===== src/shared/sct_pkg.sv =====
package sct_pkg;
  // register addresses on the peripheral byte bus
  localparam logic [7:0] ADDR_COUNT_CLOCK_SELECT = 8'h40;
  localparam logic [7:0] ADDR_TIMER_MODE_CONTROL = 8'h48;
  localparam logic [7:0] ADDR_CAPCOMP_CONTROL = 8'h4c;
  localparam logic [7:0] ADDR_TIMER_OUTPUT_CONTROL = 8'h4e;
  localparam logic [7:0] ADDR_EDGE_SELECT_CONTROL = 8'h4a;
  localparam logic [7:0] ADDR_CAPTURE_COMPARE_FIRST = 8'h10;
  localparam logic [7:0] ADDR_CAPTURE_COMPARE_SECOND = 8'h12;
  localparam logic [7:0] ADDR_COUNT_VALUE = 8'h14;
  // reset values
  localparam logic [15:0] COUNT_RESET = 16'h0000;
  localparam logic [7:0] CLKSEL_RESET = 8'h00;
  localparam logic [7:0] MODE_RESET = 8'h00;
  localparam logic [7:0] CTRL_RESET = 8'h00;
  // field positions
  localparam int CLKSEL_OUT_EN_BIT = 7;
  localparam int CLKSEL_COUNT_LSB = 4;
  localparam int MODE_OVF_BIT = 0;
  localparam int MODE_OP_LSB = 1;
  localparam int CAPCOMP_FIRST_BIT = 0;
  localparam int CAPCOMP_FIRST_SRC_BIT = 1;
  localparam int CAPCOMP_SECOND_BIT = 2;
  localparam int OUTCTL_ENABLE_BIT = 0;
  localparam int OUTCTL_ONESHOT_BIT = 1;
  localparam int OUTCTL_TRIG_BIT = 2;
  localparam int EDGE_SEL_LSB = 2;
  // operating modes
  typedef enum logic [2:0] {
    SCT_OP_STOP = 3'h0,
    SCT_OP_PWM = 3'h1,
    SCT_OP_FREE_A = 3'h2,
    SCT_OP_FREE_B = 3'h3,
    SCT_OP_EDGE_A = 3'h4,
    SCT_OP_EDGE_B = 3'h5,
    SCT_OP_MATCH_A = 3'h6,
    SCT_OP_MATCH_B = 3'h7
  } sct_op_e;
  // pin edge select codes
  localparam logic [1:0] EDGE_FALL = 2'h0;
  localparam logic [1:0] EDGE_RISE = 2'h1;
  localparam logic [1:0] EDGE_BOTH = 2'h3;
  // count clock codes
  localparam logic [2:0] CNT_SRC_PIN = 3'h0;
  localparam logic [2:0] CNT_SRC_WATCH = 3'h7;
  // register bus request
  typedef struct packed {
    logic wr;
    logic rd;
    logic [7:0] addr;
    logic [15:0] wdata;
    logic [1:0] be;
  } sct_req_s;
endpackage


===== src/hw/sct_timer.sv =====
module sct_timer
  import sct_pkg::*;
#(
  parameter int DIV_W = 10
) (
  input wire logic ref_clk,
  input wire logic rst_n,
  input wire sct_req_s bus_req,
  output logic [15:0] bus_rdata,
  input wire logic osc_mode_bit,
  input wire logic timer_input_a,
  input wire logic timer_input_b,
  input wire logic watch_tick,
  input wire logic sub_clock_tick,
  output logic timer_out_pin,
  output logic prog_clock_out,
  output logic first_match_irq,
  output logic second_match_irq,
  output logic pin_irq_flag_a
);

  logic [7:0] count_clock_select_q;
  logic [7:0] timer_mode_control_q;
  logic [7:0] capcomp_control_q;
  logic [7:0] timer_output_control_q;
  logic [7:0] edge_select_control_q;
  logic [15:0] count_value_q;
  logic [15:0] capture_compare_first_q;
  logic [15:0] capture_compare_second_q;
  logic [DIV_W-1:0] div_q;
  logic [2:0] sync_a_q;
  logic [2:0] sync_b_q;
  logic [2:0] watch_q;
  logic [2:0] sub_q;
  logic out_q;
  logic pcl_q;
  logic oneshot_armed_q;
  logic [15:0] rdata_d;

  sct_op_e op_mode;
  logic cap_first_mode, cap_second_mode, first_src_b;
  logic a_rise, a_fall, b_rise, b_fall, a_valid, b_valid;
  logic [1:0] edge_sel;
  logic fxx_tick;
  logic [DIV_W-1:0] fxx_div;
  logic count_tick;
  logic first_eq, second_eq;
  logic cmp1_hit, cmp2_hit;
  logic cap1_trig, cap2_trig, clear_cnt;
  logic wr_clksel, wr_mode, wr_first, wr_second;
  logic rd_second, rd_count;

  // field decode
  assign op_mode = sct_op_e'(timer_mode_control_q[MODE_OP_LSB +: 3]);
  assign cap_first_mode = capcomp_control_q[CAPCOMP_FIRST_BIT];
  assign cap_second_mode = capcomp_control_q[CAPCOMP_SECOND_BIT];
  assign first_src_b = capcomp_control_q[CAPCOMP_FIRST_SRC_BIT];
  assign edge_sel = edge_select_control_q[EDGE_SEL_LSB +: 2];

  // bus strobes
  assign wr_clksel = bus_req.wr && bus_req.addr == ADDR_COUNT_CLOCK_SELECT;
  assign wr_mode = bus_req.wr && bus_req.addr == ADDR_TIMER_MODE_CONTROL;
  assign wr_first = bus_req.wr && bus_req.addr == ADDR_CAPTURE_COMPARE_FIRST;
  assign wr_second = bus_req.wr && bus_req.addr == ADDR_CAPTURE_COMPARE_SECOND;
  assign rd_second = bus_req.rd &&
    bus_req.addr == ADDR_CAPTURE_COMPARE_SECOND;
  assign rd_count = bus_req.rd && bus_req.addr == ADDR_COUNT_VALUE;

  // two-flop synchronisers plus an edge stage; only the second flop
  // feeds logic, the third keeps the previous level for edge detection
  // input pins reset to their high idle level so no false edge follows
  always_ff @(posedge ref_clk or negedge rst_n) begin
    if (!rst_n) begin
      sync_a_q <= 3'h7;
      sync_b_q <= 3'h7;
      watch_q <= 3'h0;
      sub_q <= 3'h0;
    end else begin
      sync_a_q <= {sync_a_q[1:0], timer_input_a};
      sync_b_q <= {sync_b_q[1:0], timer_input_b};
      watch_q <= {watch_q[1:0], watch_tick};
      sub_q <= {sub_q[1:0], sub_clock_tick};
    end
  end

  // edges seen on the synchronised pins
  assign a_rise = sync_a_q[1] && !sync_a_q[2];
  assign a_fall = !sync_a_q[1] && sync_a_q[2];
  assign b_rise = sync_b_q[1] && !sync_b_q[2];
  assign b_fall = !sync_b_q[1] && sync_b_q[2];

  // pin a valid edge per edge-select code; pin b valid on its rising edge only
  always_comb begin
    case (edge_sel)
      EDGE_FALL: a_valid = a_fall;
      EDGE_RISE: a_valid = a_rise;
      EDGE_BOTH: a_valid = a_rise || a_fall;
      default: a_valid = 1'b0;
    endcase
  end
  assign b_valid = b_rise;

  // first capture uses pin b rising edge when its source bit is set, else the opposite edge of pin a; both-edges disables
  always_comb begin
    if (first_src_b) begin
      cap1_trig = b_valid;
    end else begin
      case (edge_sel)
        EDGE_FALL: cap1_trig = a_rise;
        EDGE_RISE: cap1_trig = a_fall;
        default: cap1_trig = 1'b0;
      endcase
    end
  end
  assign cap2_trig = a_valid;

  // free-running prescaler on the main clock
  always_ff @(posedge ref_clk or negedge rst_n) begin
    if (!rst_n) begin
      div_q <= '0;
    end else begin
      div_q <= div_q + 1'b1;
    end
  end

  // prescaler source: halved main clock unless mode bit set
  // the divider runs freely, so tick phase is arbitrary after a restart
  assign fxx_tick = osc_mode_bit ? 1'b1 : div_q[0];
  assign fxx_div = osc_mode_bit ? div_q : {1'b0, div_q[DIV_W-1:1]};

  // count clock selection; prohibited codes never count
  // code 1 is the undivided main clock, legal only with mode bit 0
  // codes 2 to 4 step down from the prescaler source by powers of two
  always_comb begin
    case (count_clock_select_q[CLKSEL_COUNT_LSB +: 3])
      CNT_SRC_PIN: count_tick = a_valid;
      3'h1: count_tick = !osc_mode_bit;
      3'h2: count_tick = fxx_tick;
      3'h3: count_tick = fxx_tick && fxx_div[0:0] == 1'h1;
      3'h4: count_tick = fxx_tick && fxx_div[1:0] == 2'h3;
      CNT_SRC_WATCH: count_tick = watch_q[1] && !watch_q[2];
      default: count_tick = 1'b0;
    endcase
  end

  // compare hits; equality is continuous
  assign first_eq = count_value_q == capture_compare_first_q;
  assign second_eq = count_value_q == capture_compare_second_q;
  assign cmp1_hit = !cap_first_mode && first_eq && count_tick;
  assign cmp2_hit = !cap_second_mode && second_eq && count_tick;

  // clear conditions for the clear-and-start modes
  always_comb begin
    case (op_mode)
      SCT_OP_EDGE_A, SCT_OP_EDGE_B: clear_cnt = a_valid;
      SCT_OP_MATCH_A, SCT_OP_MATCH_B: clear_cnt = cmp1_hit;
      default: clear_cnt = 1'b0;
    endcase
  end

  // counter: held at zero in stop, wraps through overflow otherwise
  always_ff @(posedge ref_clk or negedge rst_n) begin
    if (!rst_n) begin
      count_value_q <= COUNT_RESET;
    end else if (op_mode == SCT_OP_STOP) begin
      count_value_q <= COUNT_RESET;
    end else if (clear_cnt) begin
      count_value_q <= COUNT_RESET;
    end else if (count_tick) begin
      count_value_q <= count_value_q + 16'h0001;
    end
  end

  // first register: no reset, written or captured
  always_ff @(posedge ref_clk) begin
    if (wr_first) begin
      capture_compare_first_q <= bus_req.wdata;
    end else if (cap_first_mode && cap1_trig) begin
      capture_compare_first_q <= count_value_q;
    end
  end

  // second register: count read copies count, capture skipped on read
  always_ff @(posedge ref_clk) begin
    if (rd_count) begin
      capture_compare_second_q <= count_value_q;
    end else if (wr_second) begin
      capture_compare_second_q <= bus_req.wdata;
    end else if (cap_second_mode && cap2_trig && !rd_second) begin
      capture_compare_second_q <= count_value_q;
    end
  end

  // control registers, low byte written whole when be[0] is set, no bit-level masks
  always_ff @(posedge ref_clk or negedge rst_n) begin
    if (!rst_n) begin
      count_clock_select_q <= CLKSEL_RESET;
      capcomp_control_q <= CTRL_RESET;
      timer_output_control_q <= CTRL_RESET;
      edge_select_control_q <= CTRL_RESET;
    end else if (bus_req.wr && bus_req.be[0]) begin
      if (wr_clksel) count_clock_select_q <= bus_req.wdata[7:0];
      if (bus_req.addr == ADDR_CAPCOMP_CONTROL)
        capcomp_control_q <= bus_req.wdata[7:0];
      if (bus_req.addr == ADDR_TIMER_OUTPUT_CONTROL)
        timer_output_control_q <= bus_req.wdata[7:0];
      if (bus_req.addr == ADDR_EDGE_SELECT_CONTROL)
        edge_select_control_q <= bus_req.wdata[7:0];
    end
  end

  // mode register; overflow flag set wins over software clear
  always_ff @(posedge ref_clk or negedge rst_n) begin
    if (!rst_n) begin
      timer_mode_control_q <= MODE_RESET;
    end else begin
      if (wr_mode && bus_req.be[0]) begin
        timer_mode_control_q[3:1] <= bus_req.wdata[3:1];
      end
      if (count_tick && !clear_cnt && op_mode != SCT_OP_STOP &&
          count_value_q == 16'hffff) begin
        timer_mode_control_q[MODE_OVF_BIT] <= 1'b1;
      end else if (wr_mode && bus_req.be[0]) begin
        timer_mode_control_q[MODE_OVF_BIT] <= bus_req.wdata[0];
      end
    end
  end

  // interrupt request pulses; no match pulses while stopped, pin a flag pulses in every mode
  always_ff @(posedge ref_clk or negedge rst_n) begin
    if (!rst_n) begin
      first_match_irq <= 1'b0;
      second_match_irq <= 1'b0;
      pin_irq_flag_a <= 1'b0;
    end else begin
      first_match_irq <= cmp1_hit && op_mode != SCT_OP_STOP;
      second_match_irq <= cmp2_hit && op_mode != SCT_OP_STOP;
      pin_irq_flag_a <= a_valid;
    end
  end

  // output control: pwm, toggle on match, or one-shot pulse
  always_ff @(posedge ref_clk or negedge rst_n) begin
    if (!rst_n) begin
      out_q <= 1'b0;
      oneshot_armed_q <= 1'b0;
    end else if (!timer_output_control_q[OUTCTL_ENABLE_BIT]) begin
      out_q <= 1'b0;
      oneshot_armed_q <= 1'b0;
    end else if (op_mode == SCT_OP_PWM) begin
      out_q <= count_value_q[15:2] < capture_compare_first_q[15:2];
    end else if (timer_output_control_q[OUTCTL_ONESHOT_BIT]) begin
      if (timer_output_control_q[OUTCTL_TRIG_BIT] && !oneshot_armed_q &&
          !out_q) begin
        oneshot_armed_q <= 1'b1;
      end else if (oneshot_armed_q && cmp2_hit) begin
        out_q <= 1'b1;
      end else if (oneshot_armed_q && out_q && cmp1_hit) begin
        out_q <= 1'b0;
        oneshot_armed_q <= 1'b0;
      end
    end else if (op_mode != SCT_OP_STOP && (cmp1_hit || cmp2_hit)) begin
      out_q <= !out_q;
    end
  end
  assign timer_out_pin = out_q;

  // programmable clock output, divided from main or sub clock
  // the sub clock source toggles once per synchronised change
  always_ff @(posedge ref_clk or negedge rst_n) begin
    if (!rst_n) begin
      pcl_q <= 1'b0;
    end else if (!count_clock_select_q[CLKSEL_OUT_EN_BIT]) begin
      pcl_q <= 1'b0;
    end else begin
      case (count_clock_select_q[3:0])
        4'h0: pcl_q <= sub_q[1] ^ sub_q[2] ? !pcl_q : pcl_q;
        4'h5: pcl_q <= fxx_tick ? !pcl_q : pcl_q;
        4'h6, 4'h7, 4'h8, 4'h9, 4'ha, 4'hb, 4'hc: begin
          if (fxx_tick && (fxx_div & ((DIV_W'(1) <<
              (count_clock_select_q[3:0] - 4'h5)) - DIV_W'(1))) ==
              ((DIV_W'(1) << (count_clock_select_q[3:0] - 4'h5))
              - DIV_W'(1)))
            pcl_q <= !pcl_q;
        end
        default: pcl_q <= 1'b0;
      endcase
    end
  end
  assign prog_clock_out = pcl_q;

  // read mux; count read returns the live count register directly
  always_comb begin
    case (bus_req.addr)
      ADDR_COUNT_CLOCK_SELECT: rdata_d = {8'h00, count_clock_select_q};
      ADDR_TIMER_MODE_CONTROL: rdata_d = {12'h000, timer_mode_control_q[3:0]};
      ADDR_CAPCOMP_CONTROL: rdata_d = {8'h00, capcomp_control_q};
      ADDR_TIMER_OUTPUT_CONTROL: rdata_d = {8'h00, timer_output_control_q};
      ADDR_EDGE_SELECT_CONTROL: rdata_d = {8'h00, edge_select_control_q};
      ADDR_CAPTURE_COMPARE_FIRST: rdata_d = capture_compare_first_q;
      ADDR_CAPTURE_COMPARE_SECOND: rdata_d = capture_compare_second_q;
      ADDR_COUNT_VALUE: rdata_d = count_value_q;
      default: rdata_d = 16'h0000;
    endcase
  end

  // registered read data, valid the cycle after rd
  always_ff @(posedge ref_clk or negedge rst_n) begin
    if (!rst_n) begin
      bus_rdata <= 16'h0000;
    end else if (bus_req.rd) begin
      bus_rdata <= rdata_d;
    end
  end

endmodule // sct_timer


===== config.mk =====
export PLATFORM = sky130hd
export DESIGN_NAME = sct_timer
export DESIGN_NICKNAME = d
export VERILOG_FILES = /design/src/shared/sct_pkg.sv /design/src/hw/sct_timer.sv
export SDC_FILE = /design/constraint.sdc
export NUM_CORES = 1
export LEC_CHECK = 0
export BUFFER_PORTS_ARGS = -buffer_cell sky130_fd_sc_hd__buf_2
export CAP_MARGIN = 20
export CELL_PAD_IN_SITES_DETAIL_PLACEMENT = 0
export CELL_PAD_IN_SITES_GLOBAL_PLACEMENT = 1
export CORE_MARGIN = 4
export CORE_UTILIZATION = 45
export CTS_CLUSTER_DIAMETER = 30
export DETAILED_ROUTE_END_ITERATION = 7
export MAX_ROUTING_LAYER = met4
export PLACE_DENSITY_LB_ADDON = 0.1
export REMOVE_ABC_BUFFERS = 1
export SLEW_MARGIN = 20
export SYNTH_ARGS = -nofsm -noshare
export SYNTH_HDL_FRONTEND = slang
export SYNTH_SLANG_ARGS = --single-unit

===== constraint.sdc =====
create_clock -name ref_clk -period 3.47 [get_ports ref_clk]
set_input_delay 0.1735 -clock ref_clk [delete_from_list [all_inputs] [get_ports ref_clk]]
set_output_delay 0.1735 -clock ref_clk [all_outputs]
set_load 0.005 [all_outputs]

# Yosys cells after proc, flatten, opt, wreduce, memory -nomap -nowiden
# Index checks and enable logic that the tools add are counted.
[totals]
register_bits = 128
latch_bits = 0
ramBits = 0
rom_bits = 0
in_bits = 35
word_cells = 173
n_memories = 0
[op_classes]
add_sub_neg = 4
mul = 0
div_mod_pow = 0
order_cmp = 1
eq_ne = 43
n_shift = 1
mux = 35
bitwise_logic = 2
reduce_logical = 66
[ops]
columns = ["op", "n"]
rows = [
  ["2-to-1 mux 16 bit", 8],
  ["case mux 16 bit (8 select lines)", 1],
  ["equality test 8 x 7 -> 1 bit, second input constant", 5],
  ["logical AND 1 bit", 33],
  ["equality test 16 bit", 2],
  ["equality test 8 x 5 -> 1 bit, second input constant", 3],
  ["equality test 4 bit, second input constant", 5],
  ["2-to-1 mux 1 bit", 20],
  ["equality test 3 bit, second input constant", 6],
  ["adder 16 x 1 -> 16 bit, second input constant", 1],
  ["equality test 16 bit, second input constant", 1],
  ["less-than comparator 14 bit", 1],
  ["equality test 4 x 3 -> 1 bit, second input constant", 3],
  ["zero test 1 bit", 12],
  ["!= test 3 bit, second input constant", 4],
  ["adder 10 x 1 -> 10 bit, second input constant", 1],
  ["AND 10 bit", 1],
  ["equality test 10 bit", 1],
  ["2-to-1 mux 10 bit", 1],
  ["<< shifter 1 x 4 -> 10 bit, first input constant", 1],
  ["subtractor 10 x 1 -> 10 bit, second input constant", 1],
  ["nonzero test 3 bit", 3],
  ["AND reduction 2 bit", 4],
  ["OR reduction 7 bit", 1],
  ["23 further kinds", 33],
]

# Depth between registers and ports, before layout
# Gate-level depths: netlist (run 1).
[logic_depth]
ltp_word = 13
ltp_mapped = 10
ltp_nobuf = 9

# Least setup slack after synthesis (run 1)
# Ideal clock, no wire load.
[synth_path]
path_type = "register to register"
startpoint = "reg count_clock_select_q[3]"
endpoint = "reg pcl_q (netlist: prog_clock_out)"
setup_time_ps = 79
arrival_ps = 2180
t_required_ps = 3391
slack_ps = 1210
path_stages_with_launch = 9
path_buffers = 0
period_less_slack_ps = 2260
path_cell_list = "dfrtp_1 or3_1 ha_1 o31ai_1 a22o_1 o21ai_0 o2111a_1 a32oi_1 mux2i_1"
[synth_via]
elab_chain_len = 8
word_cells_on_any_way = 22
cone_classes = "add/sub (2); eq/ne (12); shift (1); mux (2); bitwise (1); reduce/logical (4)"
[synth_lines]
columns = ["item", "line_no", "rtl"]
rows = [
  ["start, declared", "sct_timer.sv:22", "logic [7:0] count_clock_select_q;"],
  ["start signal, assigned", "sct_timer.sv:202", "if (wr_clksel) count_clock_select_q <= bus_req.wdata[7:0];"],
  ["subtractor 4 x 3 -> 4 bit", "sct_timer.sv:281, sct_timer.sv:282", ""],
  ["<< shifter 1 x 4 -> 10 bit", "sct_timer.sv:280, sct_timer.sv:282", ""],
  ["subtractor 10 x 1 -> 10 bit", "sct_timer.sv:281, sct_timer.sv:283", ""],
  ["AND 10 bit", "sct_timer.sv:280", "if (fxx_tick && (fxx_div & ((DIV_W'(1) <<"],
  ["equality test 10 bit", "sct_timer.sv:281", "(count_clock_select_q[3:0] - 4'h5)) - DIV_W'(1))) =="],
  ["logical AND 1 bit", "sct_timer.sv:280", ""],
  ["!= test 3 bit (no line)", "--", ""],
  ["AND reduction 3 bit (no line)", "--", ""],
  ["end signal, assigned", "sct_timer.sv:277", "4'h0: pcl_q <= sub_q[1] ^ sub_q[2] ? !pcl_q : pcl_q;"],
  ["end signal, assigned", "sct_timer.sv:278", "4'h5: pcl_q <= fxx_tick ? !pcl_q : pcl_q;"],
  ["end signal, assigned", "sct_timer.sv:284", "pcl_q <= !pcl_q;"],
  ["end, declared", "sct_timer.sv:36", "logic pcl_q;"],
]
# Several ways; a longest one is shown, not always the timed one.
# A chain may end at the register's enable or synchronous reset.

# Final worst setup path (run 1)
[layout_path]
startpoint = "reg count_clock_select_q[2]"
endpoint = "reg pcl_q (netlist: prog_clock_out)"
# Same word-level chain as after synthesis.

==> results_dict.tcl, run 1 <==
set metrics [dict create \
    grt_max_degree 78 \
    muxShareOfSynthArea_pct 11.9 \
    path_clk_slew_ns 0.06 \
    status "finished clean" \
    ctsResizeCount 0 \
    syn_area_per_cell_um2 10.9 \
    io_buffers 54 \
    drt_iter0_drc 493 \
    cp.arrival_ns 3.17 \
    cts_hold_buf 5 \
    wl_per_cell_um 20.4 \
    synth_most_common_cell "dfrtp_1" \
    async_reset_ff_share_pct 75.0 \
    nFillCells 1378 \
    grt_pass1_wl_mm 29.5 \
    cts_setup_buffers 0 \
    rows 45 \
    fp.dieArea_mm2 0.0175 \
    antennaDiodeCount 0 \
    synth-seq-area-share_pct 48.6 \
    syn_inst 634 \
    die_w_um 132 \
    finalSetupViolCount 0 \
    hp-class "in2reg" \
    ys_ff_latch 128 \
    final_area_mm2 0.00808 \
    clock.fmax_mhz 355 \
    finalMaxSlewViolations 0 \
    die_h_um 132 \
    cp-end-kind "flip-flop" \
    hold_viol_final 0 \
    tns_ns 0 \
    use_met3_pct 4.05 \
    synthTopCellsByArea "dfrtp_1 (32%), edfxtp_1 (14%), mux2_2 (11%), ha_1 (3.4%), xor2_1 (3.0%)" \
    met1_usage_pct 32.2 \
    cp-start-kind "flip-flop" \
    reg2regPathDepth 9 \
    drcViolationCount 0 \
    path_class "reg2reg" \
    yosys.area.top_type_share_pct 32.5 \
    utilization_pct 53.4 \
    cp.required_ns 3.82 \
    routed_wl_mm 18.3 \
    synth-simple-area-share_pct 12.8 \
    synthFlopType "dfrtp_1" \
    synth_fa_ha_area_share_pct 3.43 \
    place_hpwl_mm 13.1 \
    htreeDepth 4 \
    drive_gt1_share_pct 26.6 \
    cts_tree "yes" \
    placed_area_mm2 0.00743 \
    globalRouteMet2Util_pct 32.0 \
    fin_skew_ns 0.00860 \
    layout.nets 749 \
    clock-sinks 128 \
    min_period_over_period_pct 81.1 \
    overflow 0 \
    area_growth_pct 16.5 \
    groute.usage.overall_pct 22.4 \
    yosys.area.top_type "dfrtp_1" \
    hold_path_depth 2 \
    min_period_ns 2.81 \
    maxCapViolations 0 \
    slew_headroom_pct 40.2 \
    synth_edf_count 32 \
    synth_area_mm2 0.00694 \
    max-vdd-ir-drop_mv 0.318 \
    pwr_density_cell_mw_per_mm2 437 \
    cts_buffer_depth 2 \
    start_util_pct 45.8 \
    synth.distinct_cells 60 \
    routabilityCongestion 0.838 \
    ioPinCount 56 \
    clk_latency_ns 0.43 \
    core_mm2 0.0151 \
    via_count 5232 \
    rsz0062_at_grt "no" \
    synth_top_family_by_area "compound AO/OA/AOI/OAI gates" \
    drtAntennaViolNets 0 \
    synth_common_cells "dfrtp_1 (90), mux2_2 (68), inv_1 (38)" \
    antenna_found_initial 0 \
    busiest_layer "met1" \
    p_leak_uw 0.00367 \
    synth_warnings 0 \
    synth_xor_area_share_pct 5.30 \
    clock-root-buffer "clkbuf_16" \
    tightestPinTransition_ns 0.896 \
    drt_pass1_iterations 5 \
    cts_buffers 17 \
    cp_max_fo 13 \
    routed_via_density 5.84 \
    grt_pass1_vias 5275 \
    synth-compound-area-share_pct 13.3 \
]
[registers in the layout, summed over array words and instances, names as in the netlist]
| signal | cells |
|---|---|
| second_match_irq | 1 |
| pin_irq_flag_a | 1 |
| timer_out_pin | 1 |
| edge_select_control_q | 8 |
| first_match_irq | 1 |
| sub_q | 3 |
| timer_mode_control_q | 1 |
| div_q | 10 |
| sync_a_q | 3 |
| capture_compare_second_q | 16 |
| capture_compare_first_q | 16 |
| bus_rdata | 16 |
| watch_q | 3 |
| oneshot_armed_q | 1 |
| prog_clock_out | 1 |
| count_value_q | 16 |
| sync_b_q | 3 |
| count_clock_select_q | 8 |
| capcomp_control_q | 8 |
| op_mode | 3 |
| timer_output_control_q | 8 |
[cells by family (layout without fill, tap and decap cells)]
logic type	Yosys count	in the layout
AND/OR/NAND/NOR	167	167
buffers and inverters	75	149
multiplexers	74	74
flip-flops	128	128
AO/OA/AOI/OAI	129	129
XOR/XNOR	42	42
adder cells (fa/ha/maj)	19	19
[power by group]
part           internal [uW]  switching (uW)  leakage (uW)
sequential              1570            22.3       0.00158
clock                   1120             657      0.000292
combinational           59.7             103       0.00180
[cell type report]
class	instances	area, um^2	share of cell area, %
multi-input cells	431	3260	40.3
clock inverters	8	73.8	0.913
inverters	38	143	1.76
clock buffers	24	524	6.49
flip-flops and latches	128	3370	41.7
well taps	188	235	2.91
repair buffers	79	477	5.90
[critical path: stages (launching register included)]
cell	delay, ns
dfrtp_1	0.57
nand2_1	0.13
or3_1	0.39
ha_1	0.36
nor2b_1	0.16
nor3_1	0.05
a2111oi_0	0.45
a2111oi_0	0.13
a32oi_1	0.30
mux2i_1	0.21
[cells in the final DEF (no fill, tap or decap), types with 5 or more instances in the layout]
cell type | synthesis | layout
buf_4 | 5 | 20
a22oi_1 | 12 | 12
dfstp_2 | 6 | 6
a21oi_1 | 21 | 21
xnor2_1 | 18 | 18
ha_1 | 19 | 19
mux2_2 | 68 | 68
nand2_1 | 32 | 32
buf_2 | 11 | 53
nor3_1 | 15 | 15
o21ai_0 | 16 | 16
or3_1 | 7 | 7
nand4_1 | 13 | 13
dlygate4sd3_1 | 0 | 5
inv_1 | 38 | 38
nand3_1 | 16 | 16
a222oi_1 | 7 | 7
nor2_1 | 31 | 31
xor2_1 | 24 | 24
a22o_1 | 19 | 19
nor2b_1 | 8 | 8
dfrtp_1 | 90 | 90
mux2i_1 | 6 | 6
and3_1 | 13 | 13
edfxtp_1 | 32 | 32
and2_1 | 6 | 6
clkbuf_16 | 0 | 19
nand2b_1 | 5 | 5
o22ai_1 | 19 | 19
[worst paths after layout]
check / from / to / slack [ns]
worst max-delay path: count_clock_select_q[2]$_DFFE_PN0P_ / prog_clock_out$_DFFE_PN0P_ / 0.66
worst min-delay path: bus_req[13] / capture_compare_second_q[11]$_DFFE_PP_ / 0.07
worst max register to register: count_clock_select_q[2]$_DFFE_PN0P_ / prog_clock_out$_DFFE_PN0P_ / 0.66
worst min register to register: watch_q[0]$_DFF_PN0_ / watch_q[1]$_DFF_PN0_ / 0.35
max in group asynchronous: rst_n / bus_rdata[5]$_DFFE_PN0P_ / 2.44
min in group asynchronous: rst_n / second_match_irq$_DFF_PN0_ / 0.32
[routing by layer]
metal / vias up / share of wire (%)
met2: 146 / 45
li1: 2451 / -
met3: 17 / 5.8
met5: - / 0
met1: 2618 / 48
met4: 0 / 1.6
[per-stage QoR]
step                      worst slack (ns)  cells  total power, uW  hold WS, ns
final                                0.656    896             3530       0.0677
after floorplan                      0.941    597             1670       -0.122
after global placement               0.722    859             1770        0.278
after CTS                            0.691    896             3560       0.0600
after detailed placement             0.733    859             1770        0.280
after global routing                 0.326    896             3650       0.0683
(Power assumes the default switching activity.)
==> inputs of run 2 (changes only) <==
clock period = 2.6 ns   (was 3.47 ns; I/O delays follow)
==> results_dict.tcl, run 2 (synthesis gave the netlist of run 1 again) <==
set metrics [dict create \
    area_growth_pct 18.3 \
    cp.required_ns 2.90 \
    drt_iter0_drc 402 \
    layout_setup_ws_ns 0.159 \
    routed_via_density 5.78 \
    layout_commonest_cell "dfrtp_1" \
    grt_pass1_vias 5130 \
    fin_skew_ns 0.00887 \
    tightestPinTransition_ns 1.00 \
    rows 45 \
    place_hpwl_mm 13.0 \
    path_clk_slew_ns 0.06 \
    p_total_uw 4730 \
    fp.dieArea_mm2 0.0175 \
    met1_usage_pct 31.8 \
    overflow 0 \
    die_w_um 132 \
    r2r_start "count_clock_select_q[1]$_DFFE_PN0P_" \
    core_mm2 0.0151 \
    mostFrequentLayoutCells "dfrtp_1 (90), mux2_2 (68), buf_2 (53)" \
    hold_viol_final 0 \
    holdCritStartpoint "bus_req[11]" \
    final_area_mm2 0.00821 \
    routabilityCongestion 0.878 \
    p_leak_uw 0.00374 \
    antenna_found_initial 0 \
    via_count 5245 \
    die_h_um 132 \
    start_util_pct 45.8 \
    cts_tree "yes" \
    hold_ws_ns 0.0203 \
    busiest_layer "met1" \
    post-place-ws_ns 0.109 \
    globalRouteMet2Util_pct 31.4 \
    hp-class "in2reg" \
    rrSetupSlack_ns 0.16 \
    clk_latency_ns 0.42 \
    status "finished clean" \
    routed_wl_mm 18.2 \
    io_buffers 54 \
    clock-sinks 128 \
    drt_pass1_iterations 5 \
    slew_headroom_pct 33.1 \
    reg2regPathDepth 8 \
    r2r-end "prog_clock_out$_DFFE_PN0P_" \
    layout.nets 760 \
    clock-root-buffer "clkbuf_16" \
    htreeDepth 4 \
    cp.arrival_ns 2.74 \
    pwr_density_cell_mw_per_mm2 576 \
    grt_max_degree 54 \
    placed_area_mm2 0.00754 \
    use_met3_pct 4.16 \
    max-vdd-ir-drop_mv 0.435 \
    finalMaxSlewViolations 0 \
    cts_setup_buffers 0 \
    cp-start-kind "flip-flop" \
    path_class "reg2reg" \
    finalSetupViolCount 0 \
    grt_pass1_wl_mm 29.0 \
    ioPinCount 56 \
    wl_per_cell_um 20.1 \
    cts_buffers 17 \
    cp_max_fo 8 \
    tns_ns 0 \
    min_to "capture_compare_first_q[9]$_DFFE_PP_" \
    min_period_ns 2.44 \
    drive_gt1_share_pct 28.4 \
    rsz0062_at_grt "no" \
    clock.fmax_mhz 410 \
    cp-end-kind "flip-flop" \
    drcViolationCount 0 \
    hold_path_depth 2 \
    cts_buffer_depth 2 \
    antennaDiodeCount 0 \
    drtAntennaViolNets 0 \
    min_period_over_period_pct 93.9 \
    groute.usage.overall_pct 21.9 \
    maxCapViolations 0 \
]
-- run 2: power by group --
| group | switching, uW | total, uW | internal [uW] |
|---|---|---|---|
| clock network | 946 | 2390 | 1440 |
| registers | 23.8 | 2110 | 2090 |
| logic | 146 | 232 | 86.0 |
| total | 1120 | 4730 | 3610 |
-- run 2: worst max-delay path, cell delays in order (launching register included) --
cell	delay, ns
dfrtp_1	0.43
or3_1	0.48
ha_1	0.28
buf_4	0.17
o21ai_0	0.08
o21ai_0	0.13
a2111oi_2	0.42
a32oi_2	0.19
mux2i_1	0.14
-- run 2: per-layer routing --
layer  wire length (um)  vias up
met3               1230       22
met2               7960      196
met1               8790     2560
met4                259        0
met5                  0        -
li1                   -     2467
-- run 2: repair_timing --
action / in CTS / in global routing
gates resized for setup: 0 / 5
endpoints found under the hold margin: 47 / 0
setup endpoints to repair: 0 / 1
hold buffers: 5 / 0
-- run 2: how the worst max path moves through the flow --
stage	from	end	slack, ns
floorplan	bus_req[23]	capture_compare_second_q[0]$_DFFE_PP_	0.11
global placement	count_clock_select_q[1]$_DFFE_PN0P_	prog_clock_out$_DFFE_PN0P_	0.18
detailed placement	count_clock_select_q[1]$_DFFE_PN0P_	prog_clock_out$_DFFE_PN0P_	0.11
CTS	count_clock_select_q[1]$_DFFE_PN0P_	prog_clock_out$_DFFE_PN0P_	0.09
global route	count_clock_select_q[1]$_DFFE_PN0P_	prog_clock_out$_DFFE_PN0P_	0.03
finish	count_clock_select_q[1]$_DFFE_PN0P_	prog_clock_out$_DFFE_PN0P_	0.16
-- run 2: stage by stage --
stage	cells	util, %
after floorplan	597	-
after global placement	870	49.8
after detailed placement	870	49.8
after CTS	907	54.1
after global routing	907	54.2
final	907	54.2
-- run 2: layout make-up --
type	instances	area (um^2)
timing repair buffer	90	581
sequential	128	3370
tap	188	235
fill	1329	6940
inverter	38	143
clock inverter	13	124
clock buffer	19	475
multi-input combinational	431	3280
==> inputs of run 3 (changes only) <==
BUFFER_PORTS_ARGS = default   (was -buffer_cell sky130_fd_sc_hd__buf_2)
CTS_CLUSTER_DIAMETER = 80   (was 30)
DONT_BUFFER_PORTS = 1   (was default)
==> results_dict.tcl, run 3 (synthesis gave the netlist of run 1 again) <==
set metrics [dict create \
    layout.nets 725 \
    rows 45 \
    start_util_pct 45.8 \
    drtAntennaViolNets 0 \
    p_leak_uw 0.00355 \
    slowest_stage "dfrtp_1" \
    grt_pass1_wl_mm 29.9 \
    maxCapViolations 0 \
    finalMaxSlewViolations 0 \
    clk_latency_ns 0.42 \
    pwr_density_cell_mw_per_mm2 569 \
    fin_skew_ns 0.00840 \
    via_count 5164 \
    grt_max_degree 97 \
    die_h_um 132 \
    cp-end-kind "flip-flop" \
    hold_viol_final 0 \
    min_period_over_period_pct 93.9 \
    layout_setup_ws_ns 0.160 \
    io_buffers 0 \
    finalSetupViolCount 0 \
    antennaDiodeCount 0 \
    cp.required_ns 2.95 \
    tightestPinTransition_ns 0.995 \
    slowest_delay_ns 0.45 \
    worstPathCellList "or3_4 -> ha_1 -> nor2b_1 -> nor3_1 -> a2111oi_1 -> a2111oi_0 -> a32oi_1 -> mux2i_1" \
    post-place-ws_ns 0.103 \
    cts_tree "yes" \
    path_class "reg2reg" \
    routabilityCongestion 0.867 \
    overflow 0 \
    drt_iter0_drc 410 \
    tns_ns 0 \
    slew_headroom_pct 33.4 \
    place_hpwl_mm 13.1 \
    drt_pass1_iterations 5 \
    htreeDepth 4 \
    max-vdd-ir-drop_mv 0.459 \
    hp-class "in2reg" \
    crit_buf_inv 0 \
    wl_per_cell_um 21.8 \
    nFillCells 1388 \
    min_period_ns 2.44 \
    cp-start-kind "flip-flop" \
    cts_buffer_depth 2 \
    fp.dieArea_mm2 0.0175 \
    clock.fmax_mhz 410 \
    cts_buffers 17 \
    drcViolationCount 0 \
    routed_via_density 5.92 \
    cp.arrival_ns 2.79 \
    mostFrequentLayoutCells "dfrtp_1 (90), mux2_2 (68), inv_1 (38)" \
    drive_gt1_share_pct 22.1 \
    die_w_um 132 \
    cp_max_fo 7 \
    area_growth_pct 16.3 \
    clock-sinks 128 \
    p_total_uw 4590 \
    grt_pass1_vias 5184 \
    ioPinCount 56 \
    clock-root-buffer "clkbuf_16" \
    path_clk_slew_ns 0.06 \
    cp_top_family "compound AO/OA/AOI/OAI gates" \
    core_mm2 0.0151 \
    antenna_found_initial 0 \
    status "finished clean" \
    utilization_pct 53.3 \
    layout_commonest_cell "dfrtp_1" \
    groute.usage.overall_pct 22.9 \
    routed_wl_mm 19.0 \
    rsz0062_at_grt "no" \
]
-- run 3: changes by cell type in the layout (fill, tap and decap cells not counted), sizes merged --
cell         change
dlygate4sd3     +17
clkinv           -4
bufinv           -1
clkbuf           -1
buf             -52
inv              +5
clkinvlp         +1
-- run 3: repair_timing --
item / CTS / global route
endpoints found under the hold margin: 184 / 0
buffers inserted: 0 / 2
resized for setup: 0 / 3
setup endpoints to repair: 0 / 2
hold buffers: 23 / 0
-- run 3: where the power goes --
part / leakage, uW / switching (uW) / total (uW) / internal (uW)
Clock: 0.000268 / 982 / 2250 / 1270
Combinational: 0.00170 / 132 / 221 / 88.5
Sequential: 0.00158 / 24.5 / 2110 / 2090
Total: 0.00355 / 1140 / 4590 / 3450
-- run 3: layer usage --
metal,vias up,GRT usage [%],wire [um]
met5,-,-,0
met4,0,5.48,156
met3,15,5.57,1170
met2,148,32.6,8360
met1,2597,32.9,9310
li1,2404,-,-
-- run 3: final timing paths --
path,end,depth (start not counted),slack (ns),start
worst max-delay path,prog_clock_out$_DFFE_PN0P_,8,0.16,count_clock_select_q[3]$_DFFE_PN0P_
min in group asynchronous,bus_rdata[3]$_DFFE_PN0P_,2,0.26,rst_n
worst max register to register,prog_clock_out$_DFFE_PN0P_,8,0.16,count_clock_select_q[3]$_DFFE_PN0P_
max in group asynchronous,capcomp_control_q[2]$_DFFE_PN0P_,2,1.85,rst_n
worst min-delay path,bus_rdata[3]$_DFFE_PN0P_,3,0.13,bus_req[18]
worst min register to register,watch_q[1]$_DFF_PN0_,0,0.35,watch_q[0]$_DFF_PN0_
-- run 3: layout make-up --
class | instances | area, um^2 | area share, %
clock buffer | 18 | 439 | 5.44
sequential | 128 | 3370 | 41.8
tap | 188 | 235 | 2.92
multi-input combinational | 431 | 3260 | 40.4
inverter | 38 | 143 | 1.77
timing repair buffer | 55 | 500 | 6.20
clock inverter | 14 | 119 | 1.47
-- run 3: through the flow --
step	instances	cell area, um^2	hold slack, ns
after global routing	872	8070	0.140
final	872	8070	0.130
after detailed placement	815	7240	-0.162
after CTS	870	8040	0.111
after floorplan	597	6760	-0.166
after global placement	815	7240	-0.162
-- run 3: worst reg2reg max path: cells and delay by family, from the launching register on --
| kind | cells | cell delay [ns] |
|---|---|---|
| AOI/OAI and AO/OA | 3 | 0.82 |
| DFF | 1 | 0.45 |
| adders and majority gates | 1 | 0.29 |
| muxes | 1 | 0.21 |
| and+or+nand+nor | 3 | 0.61 |
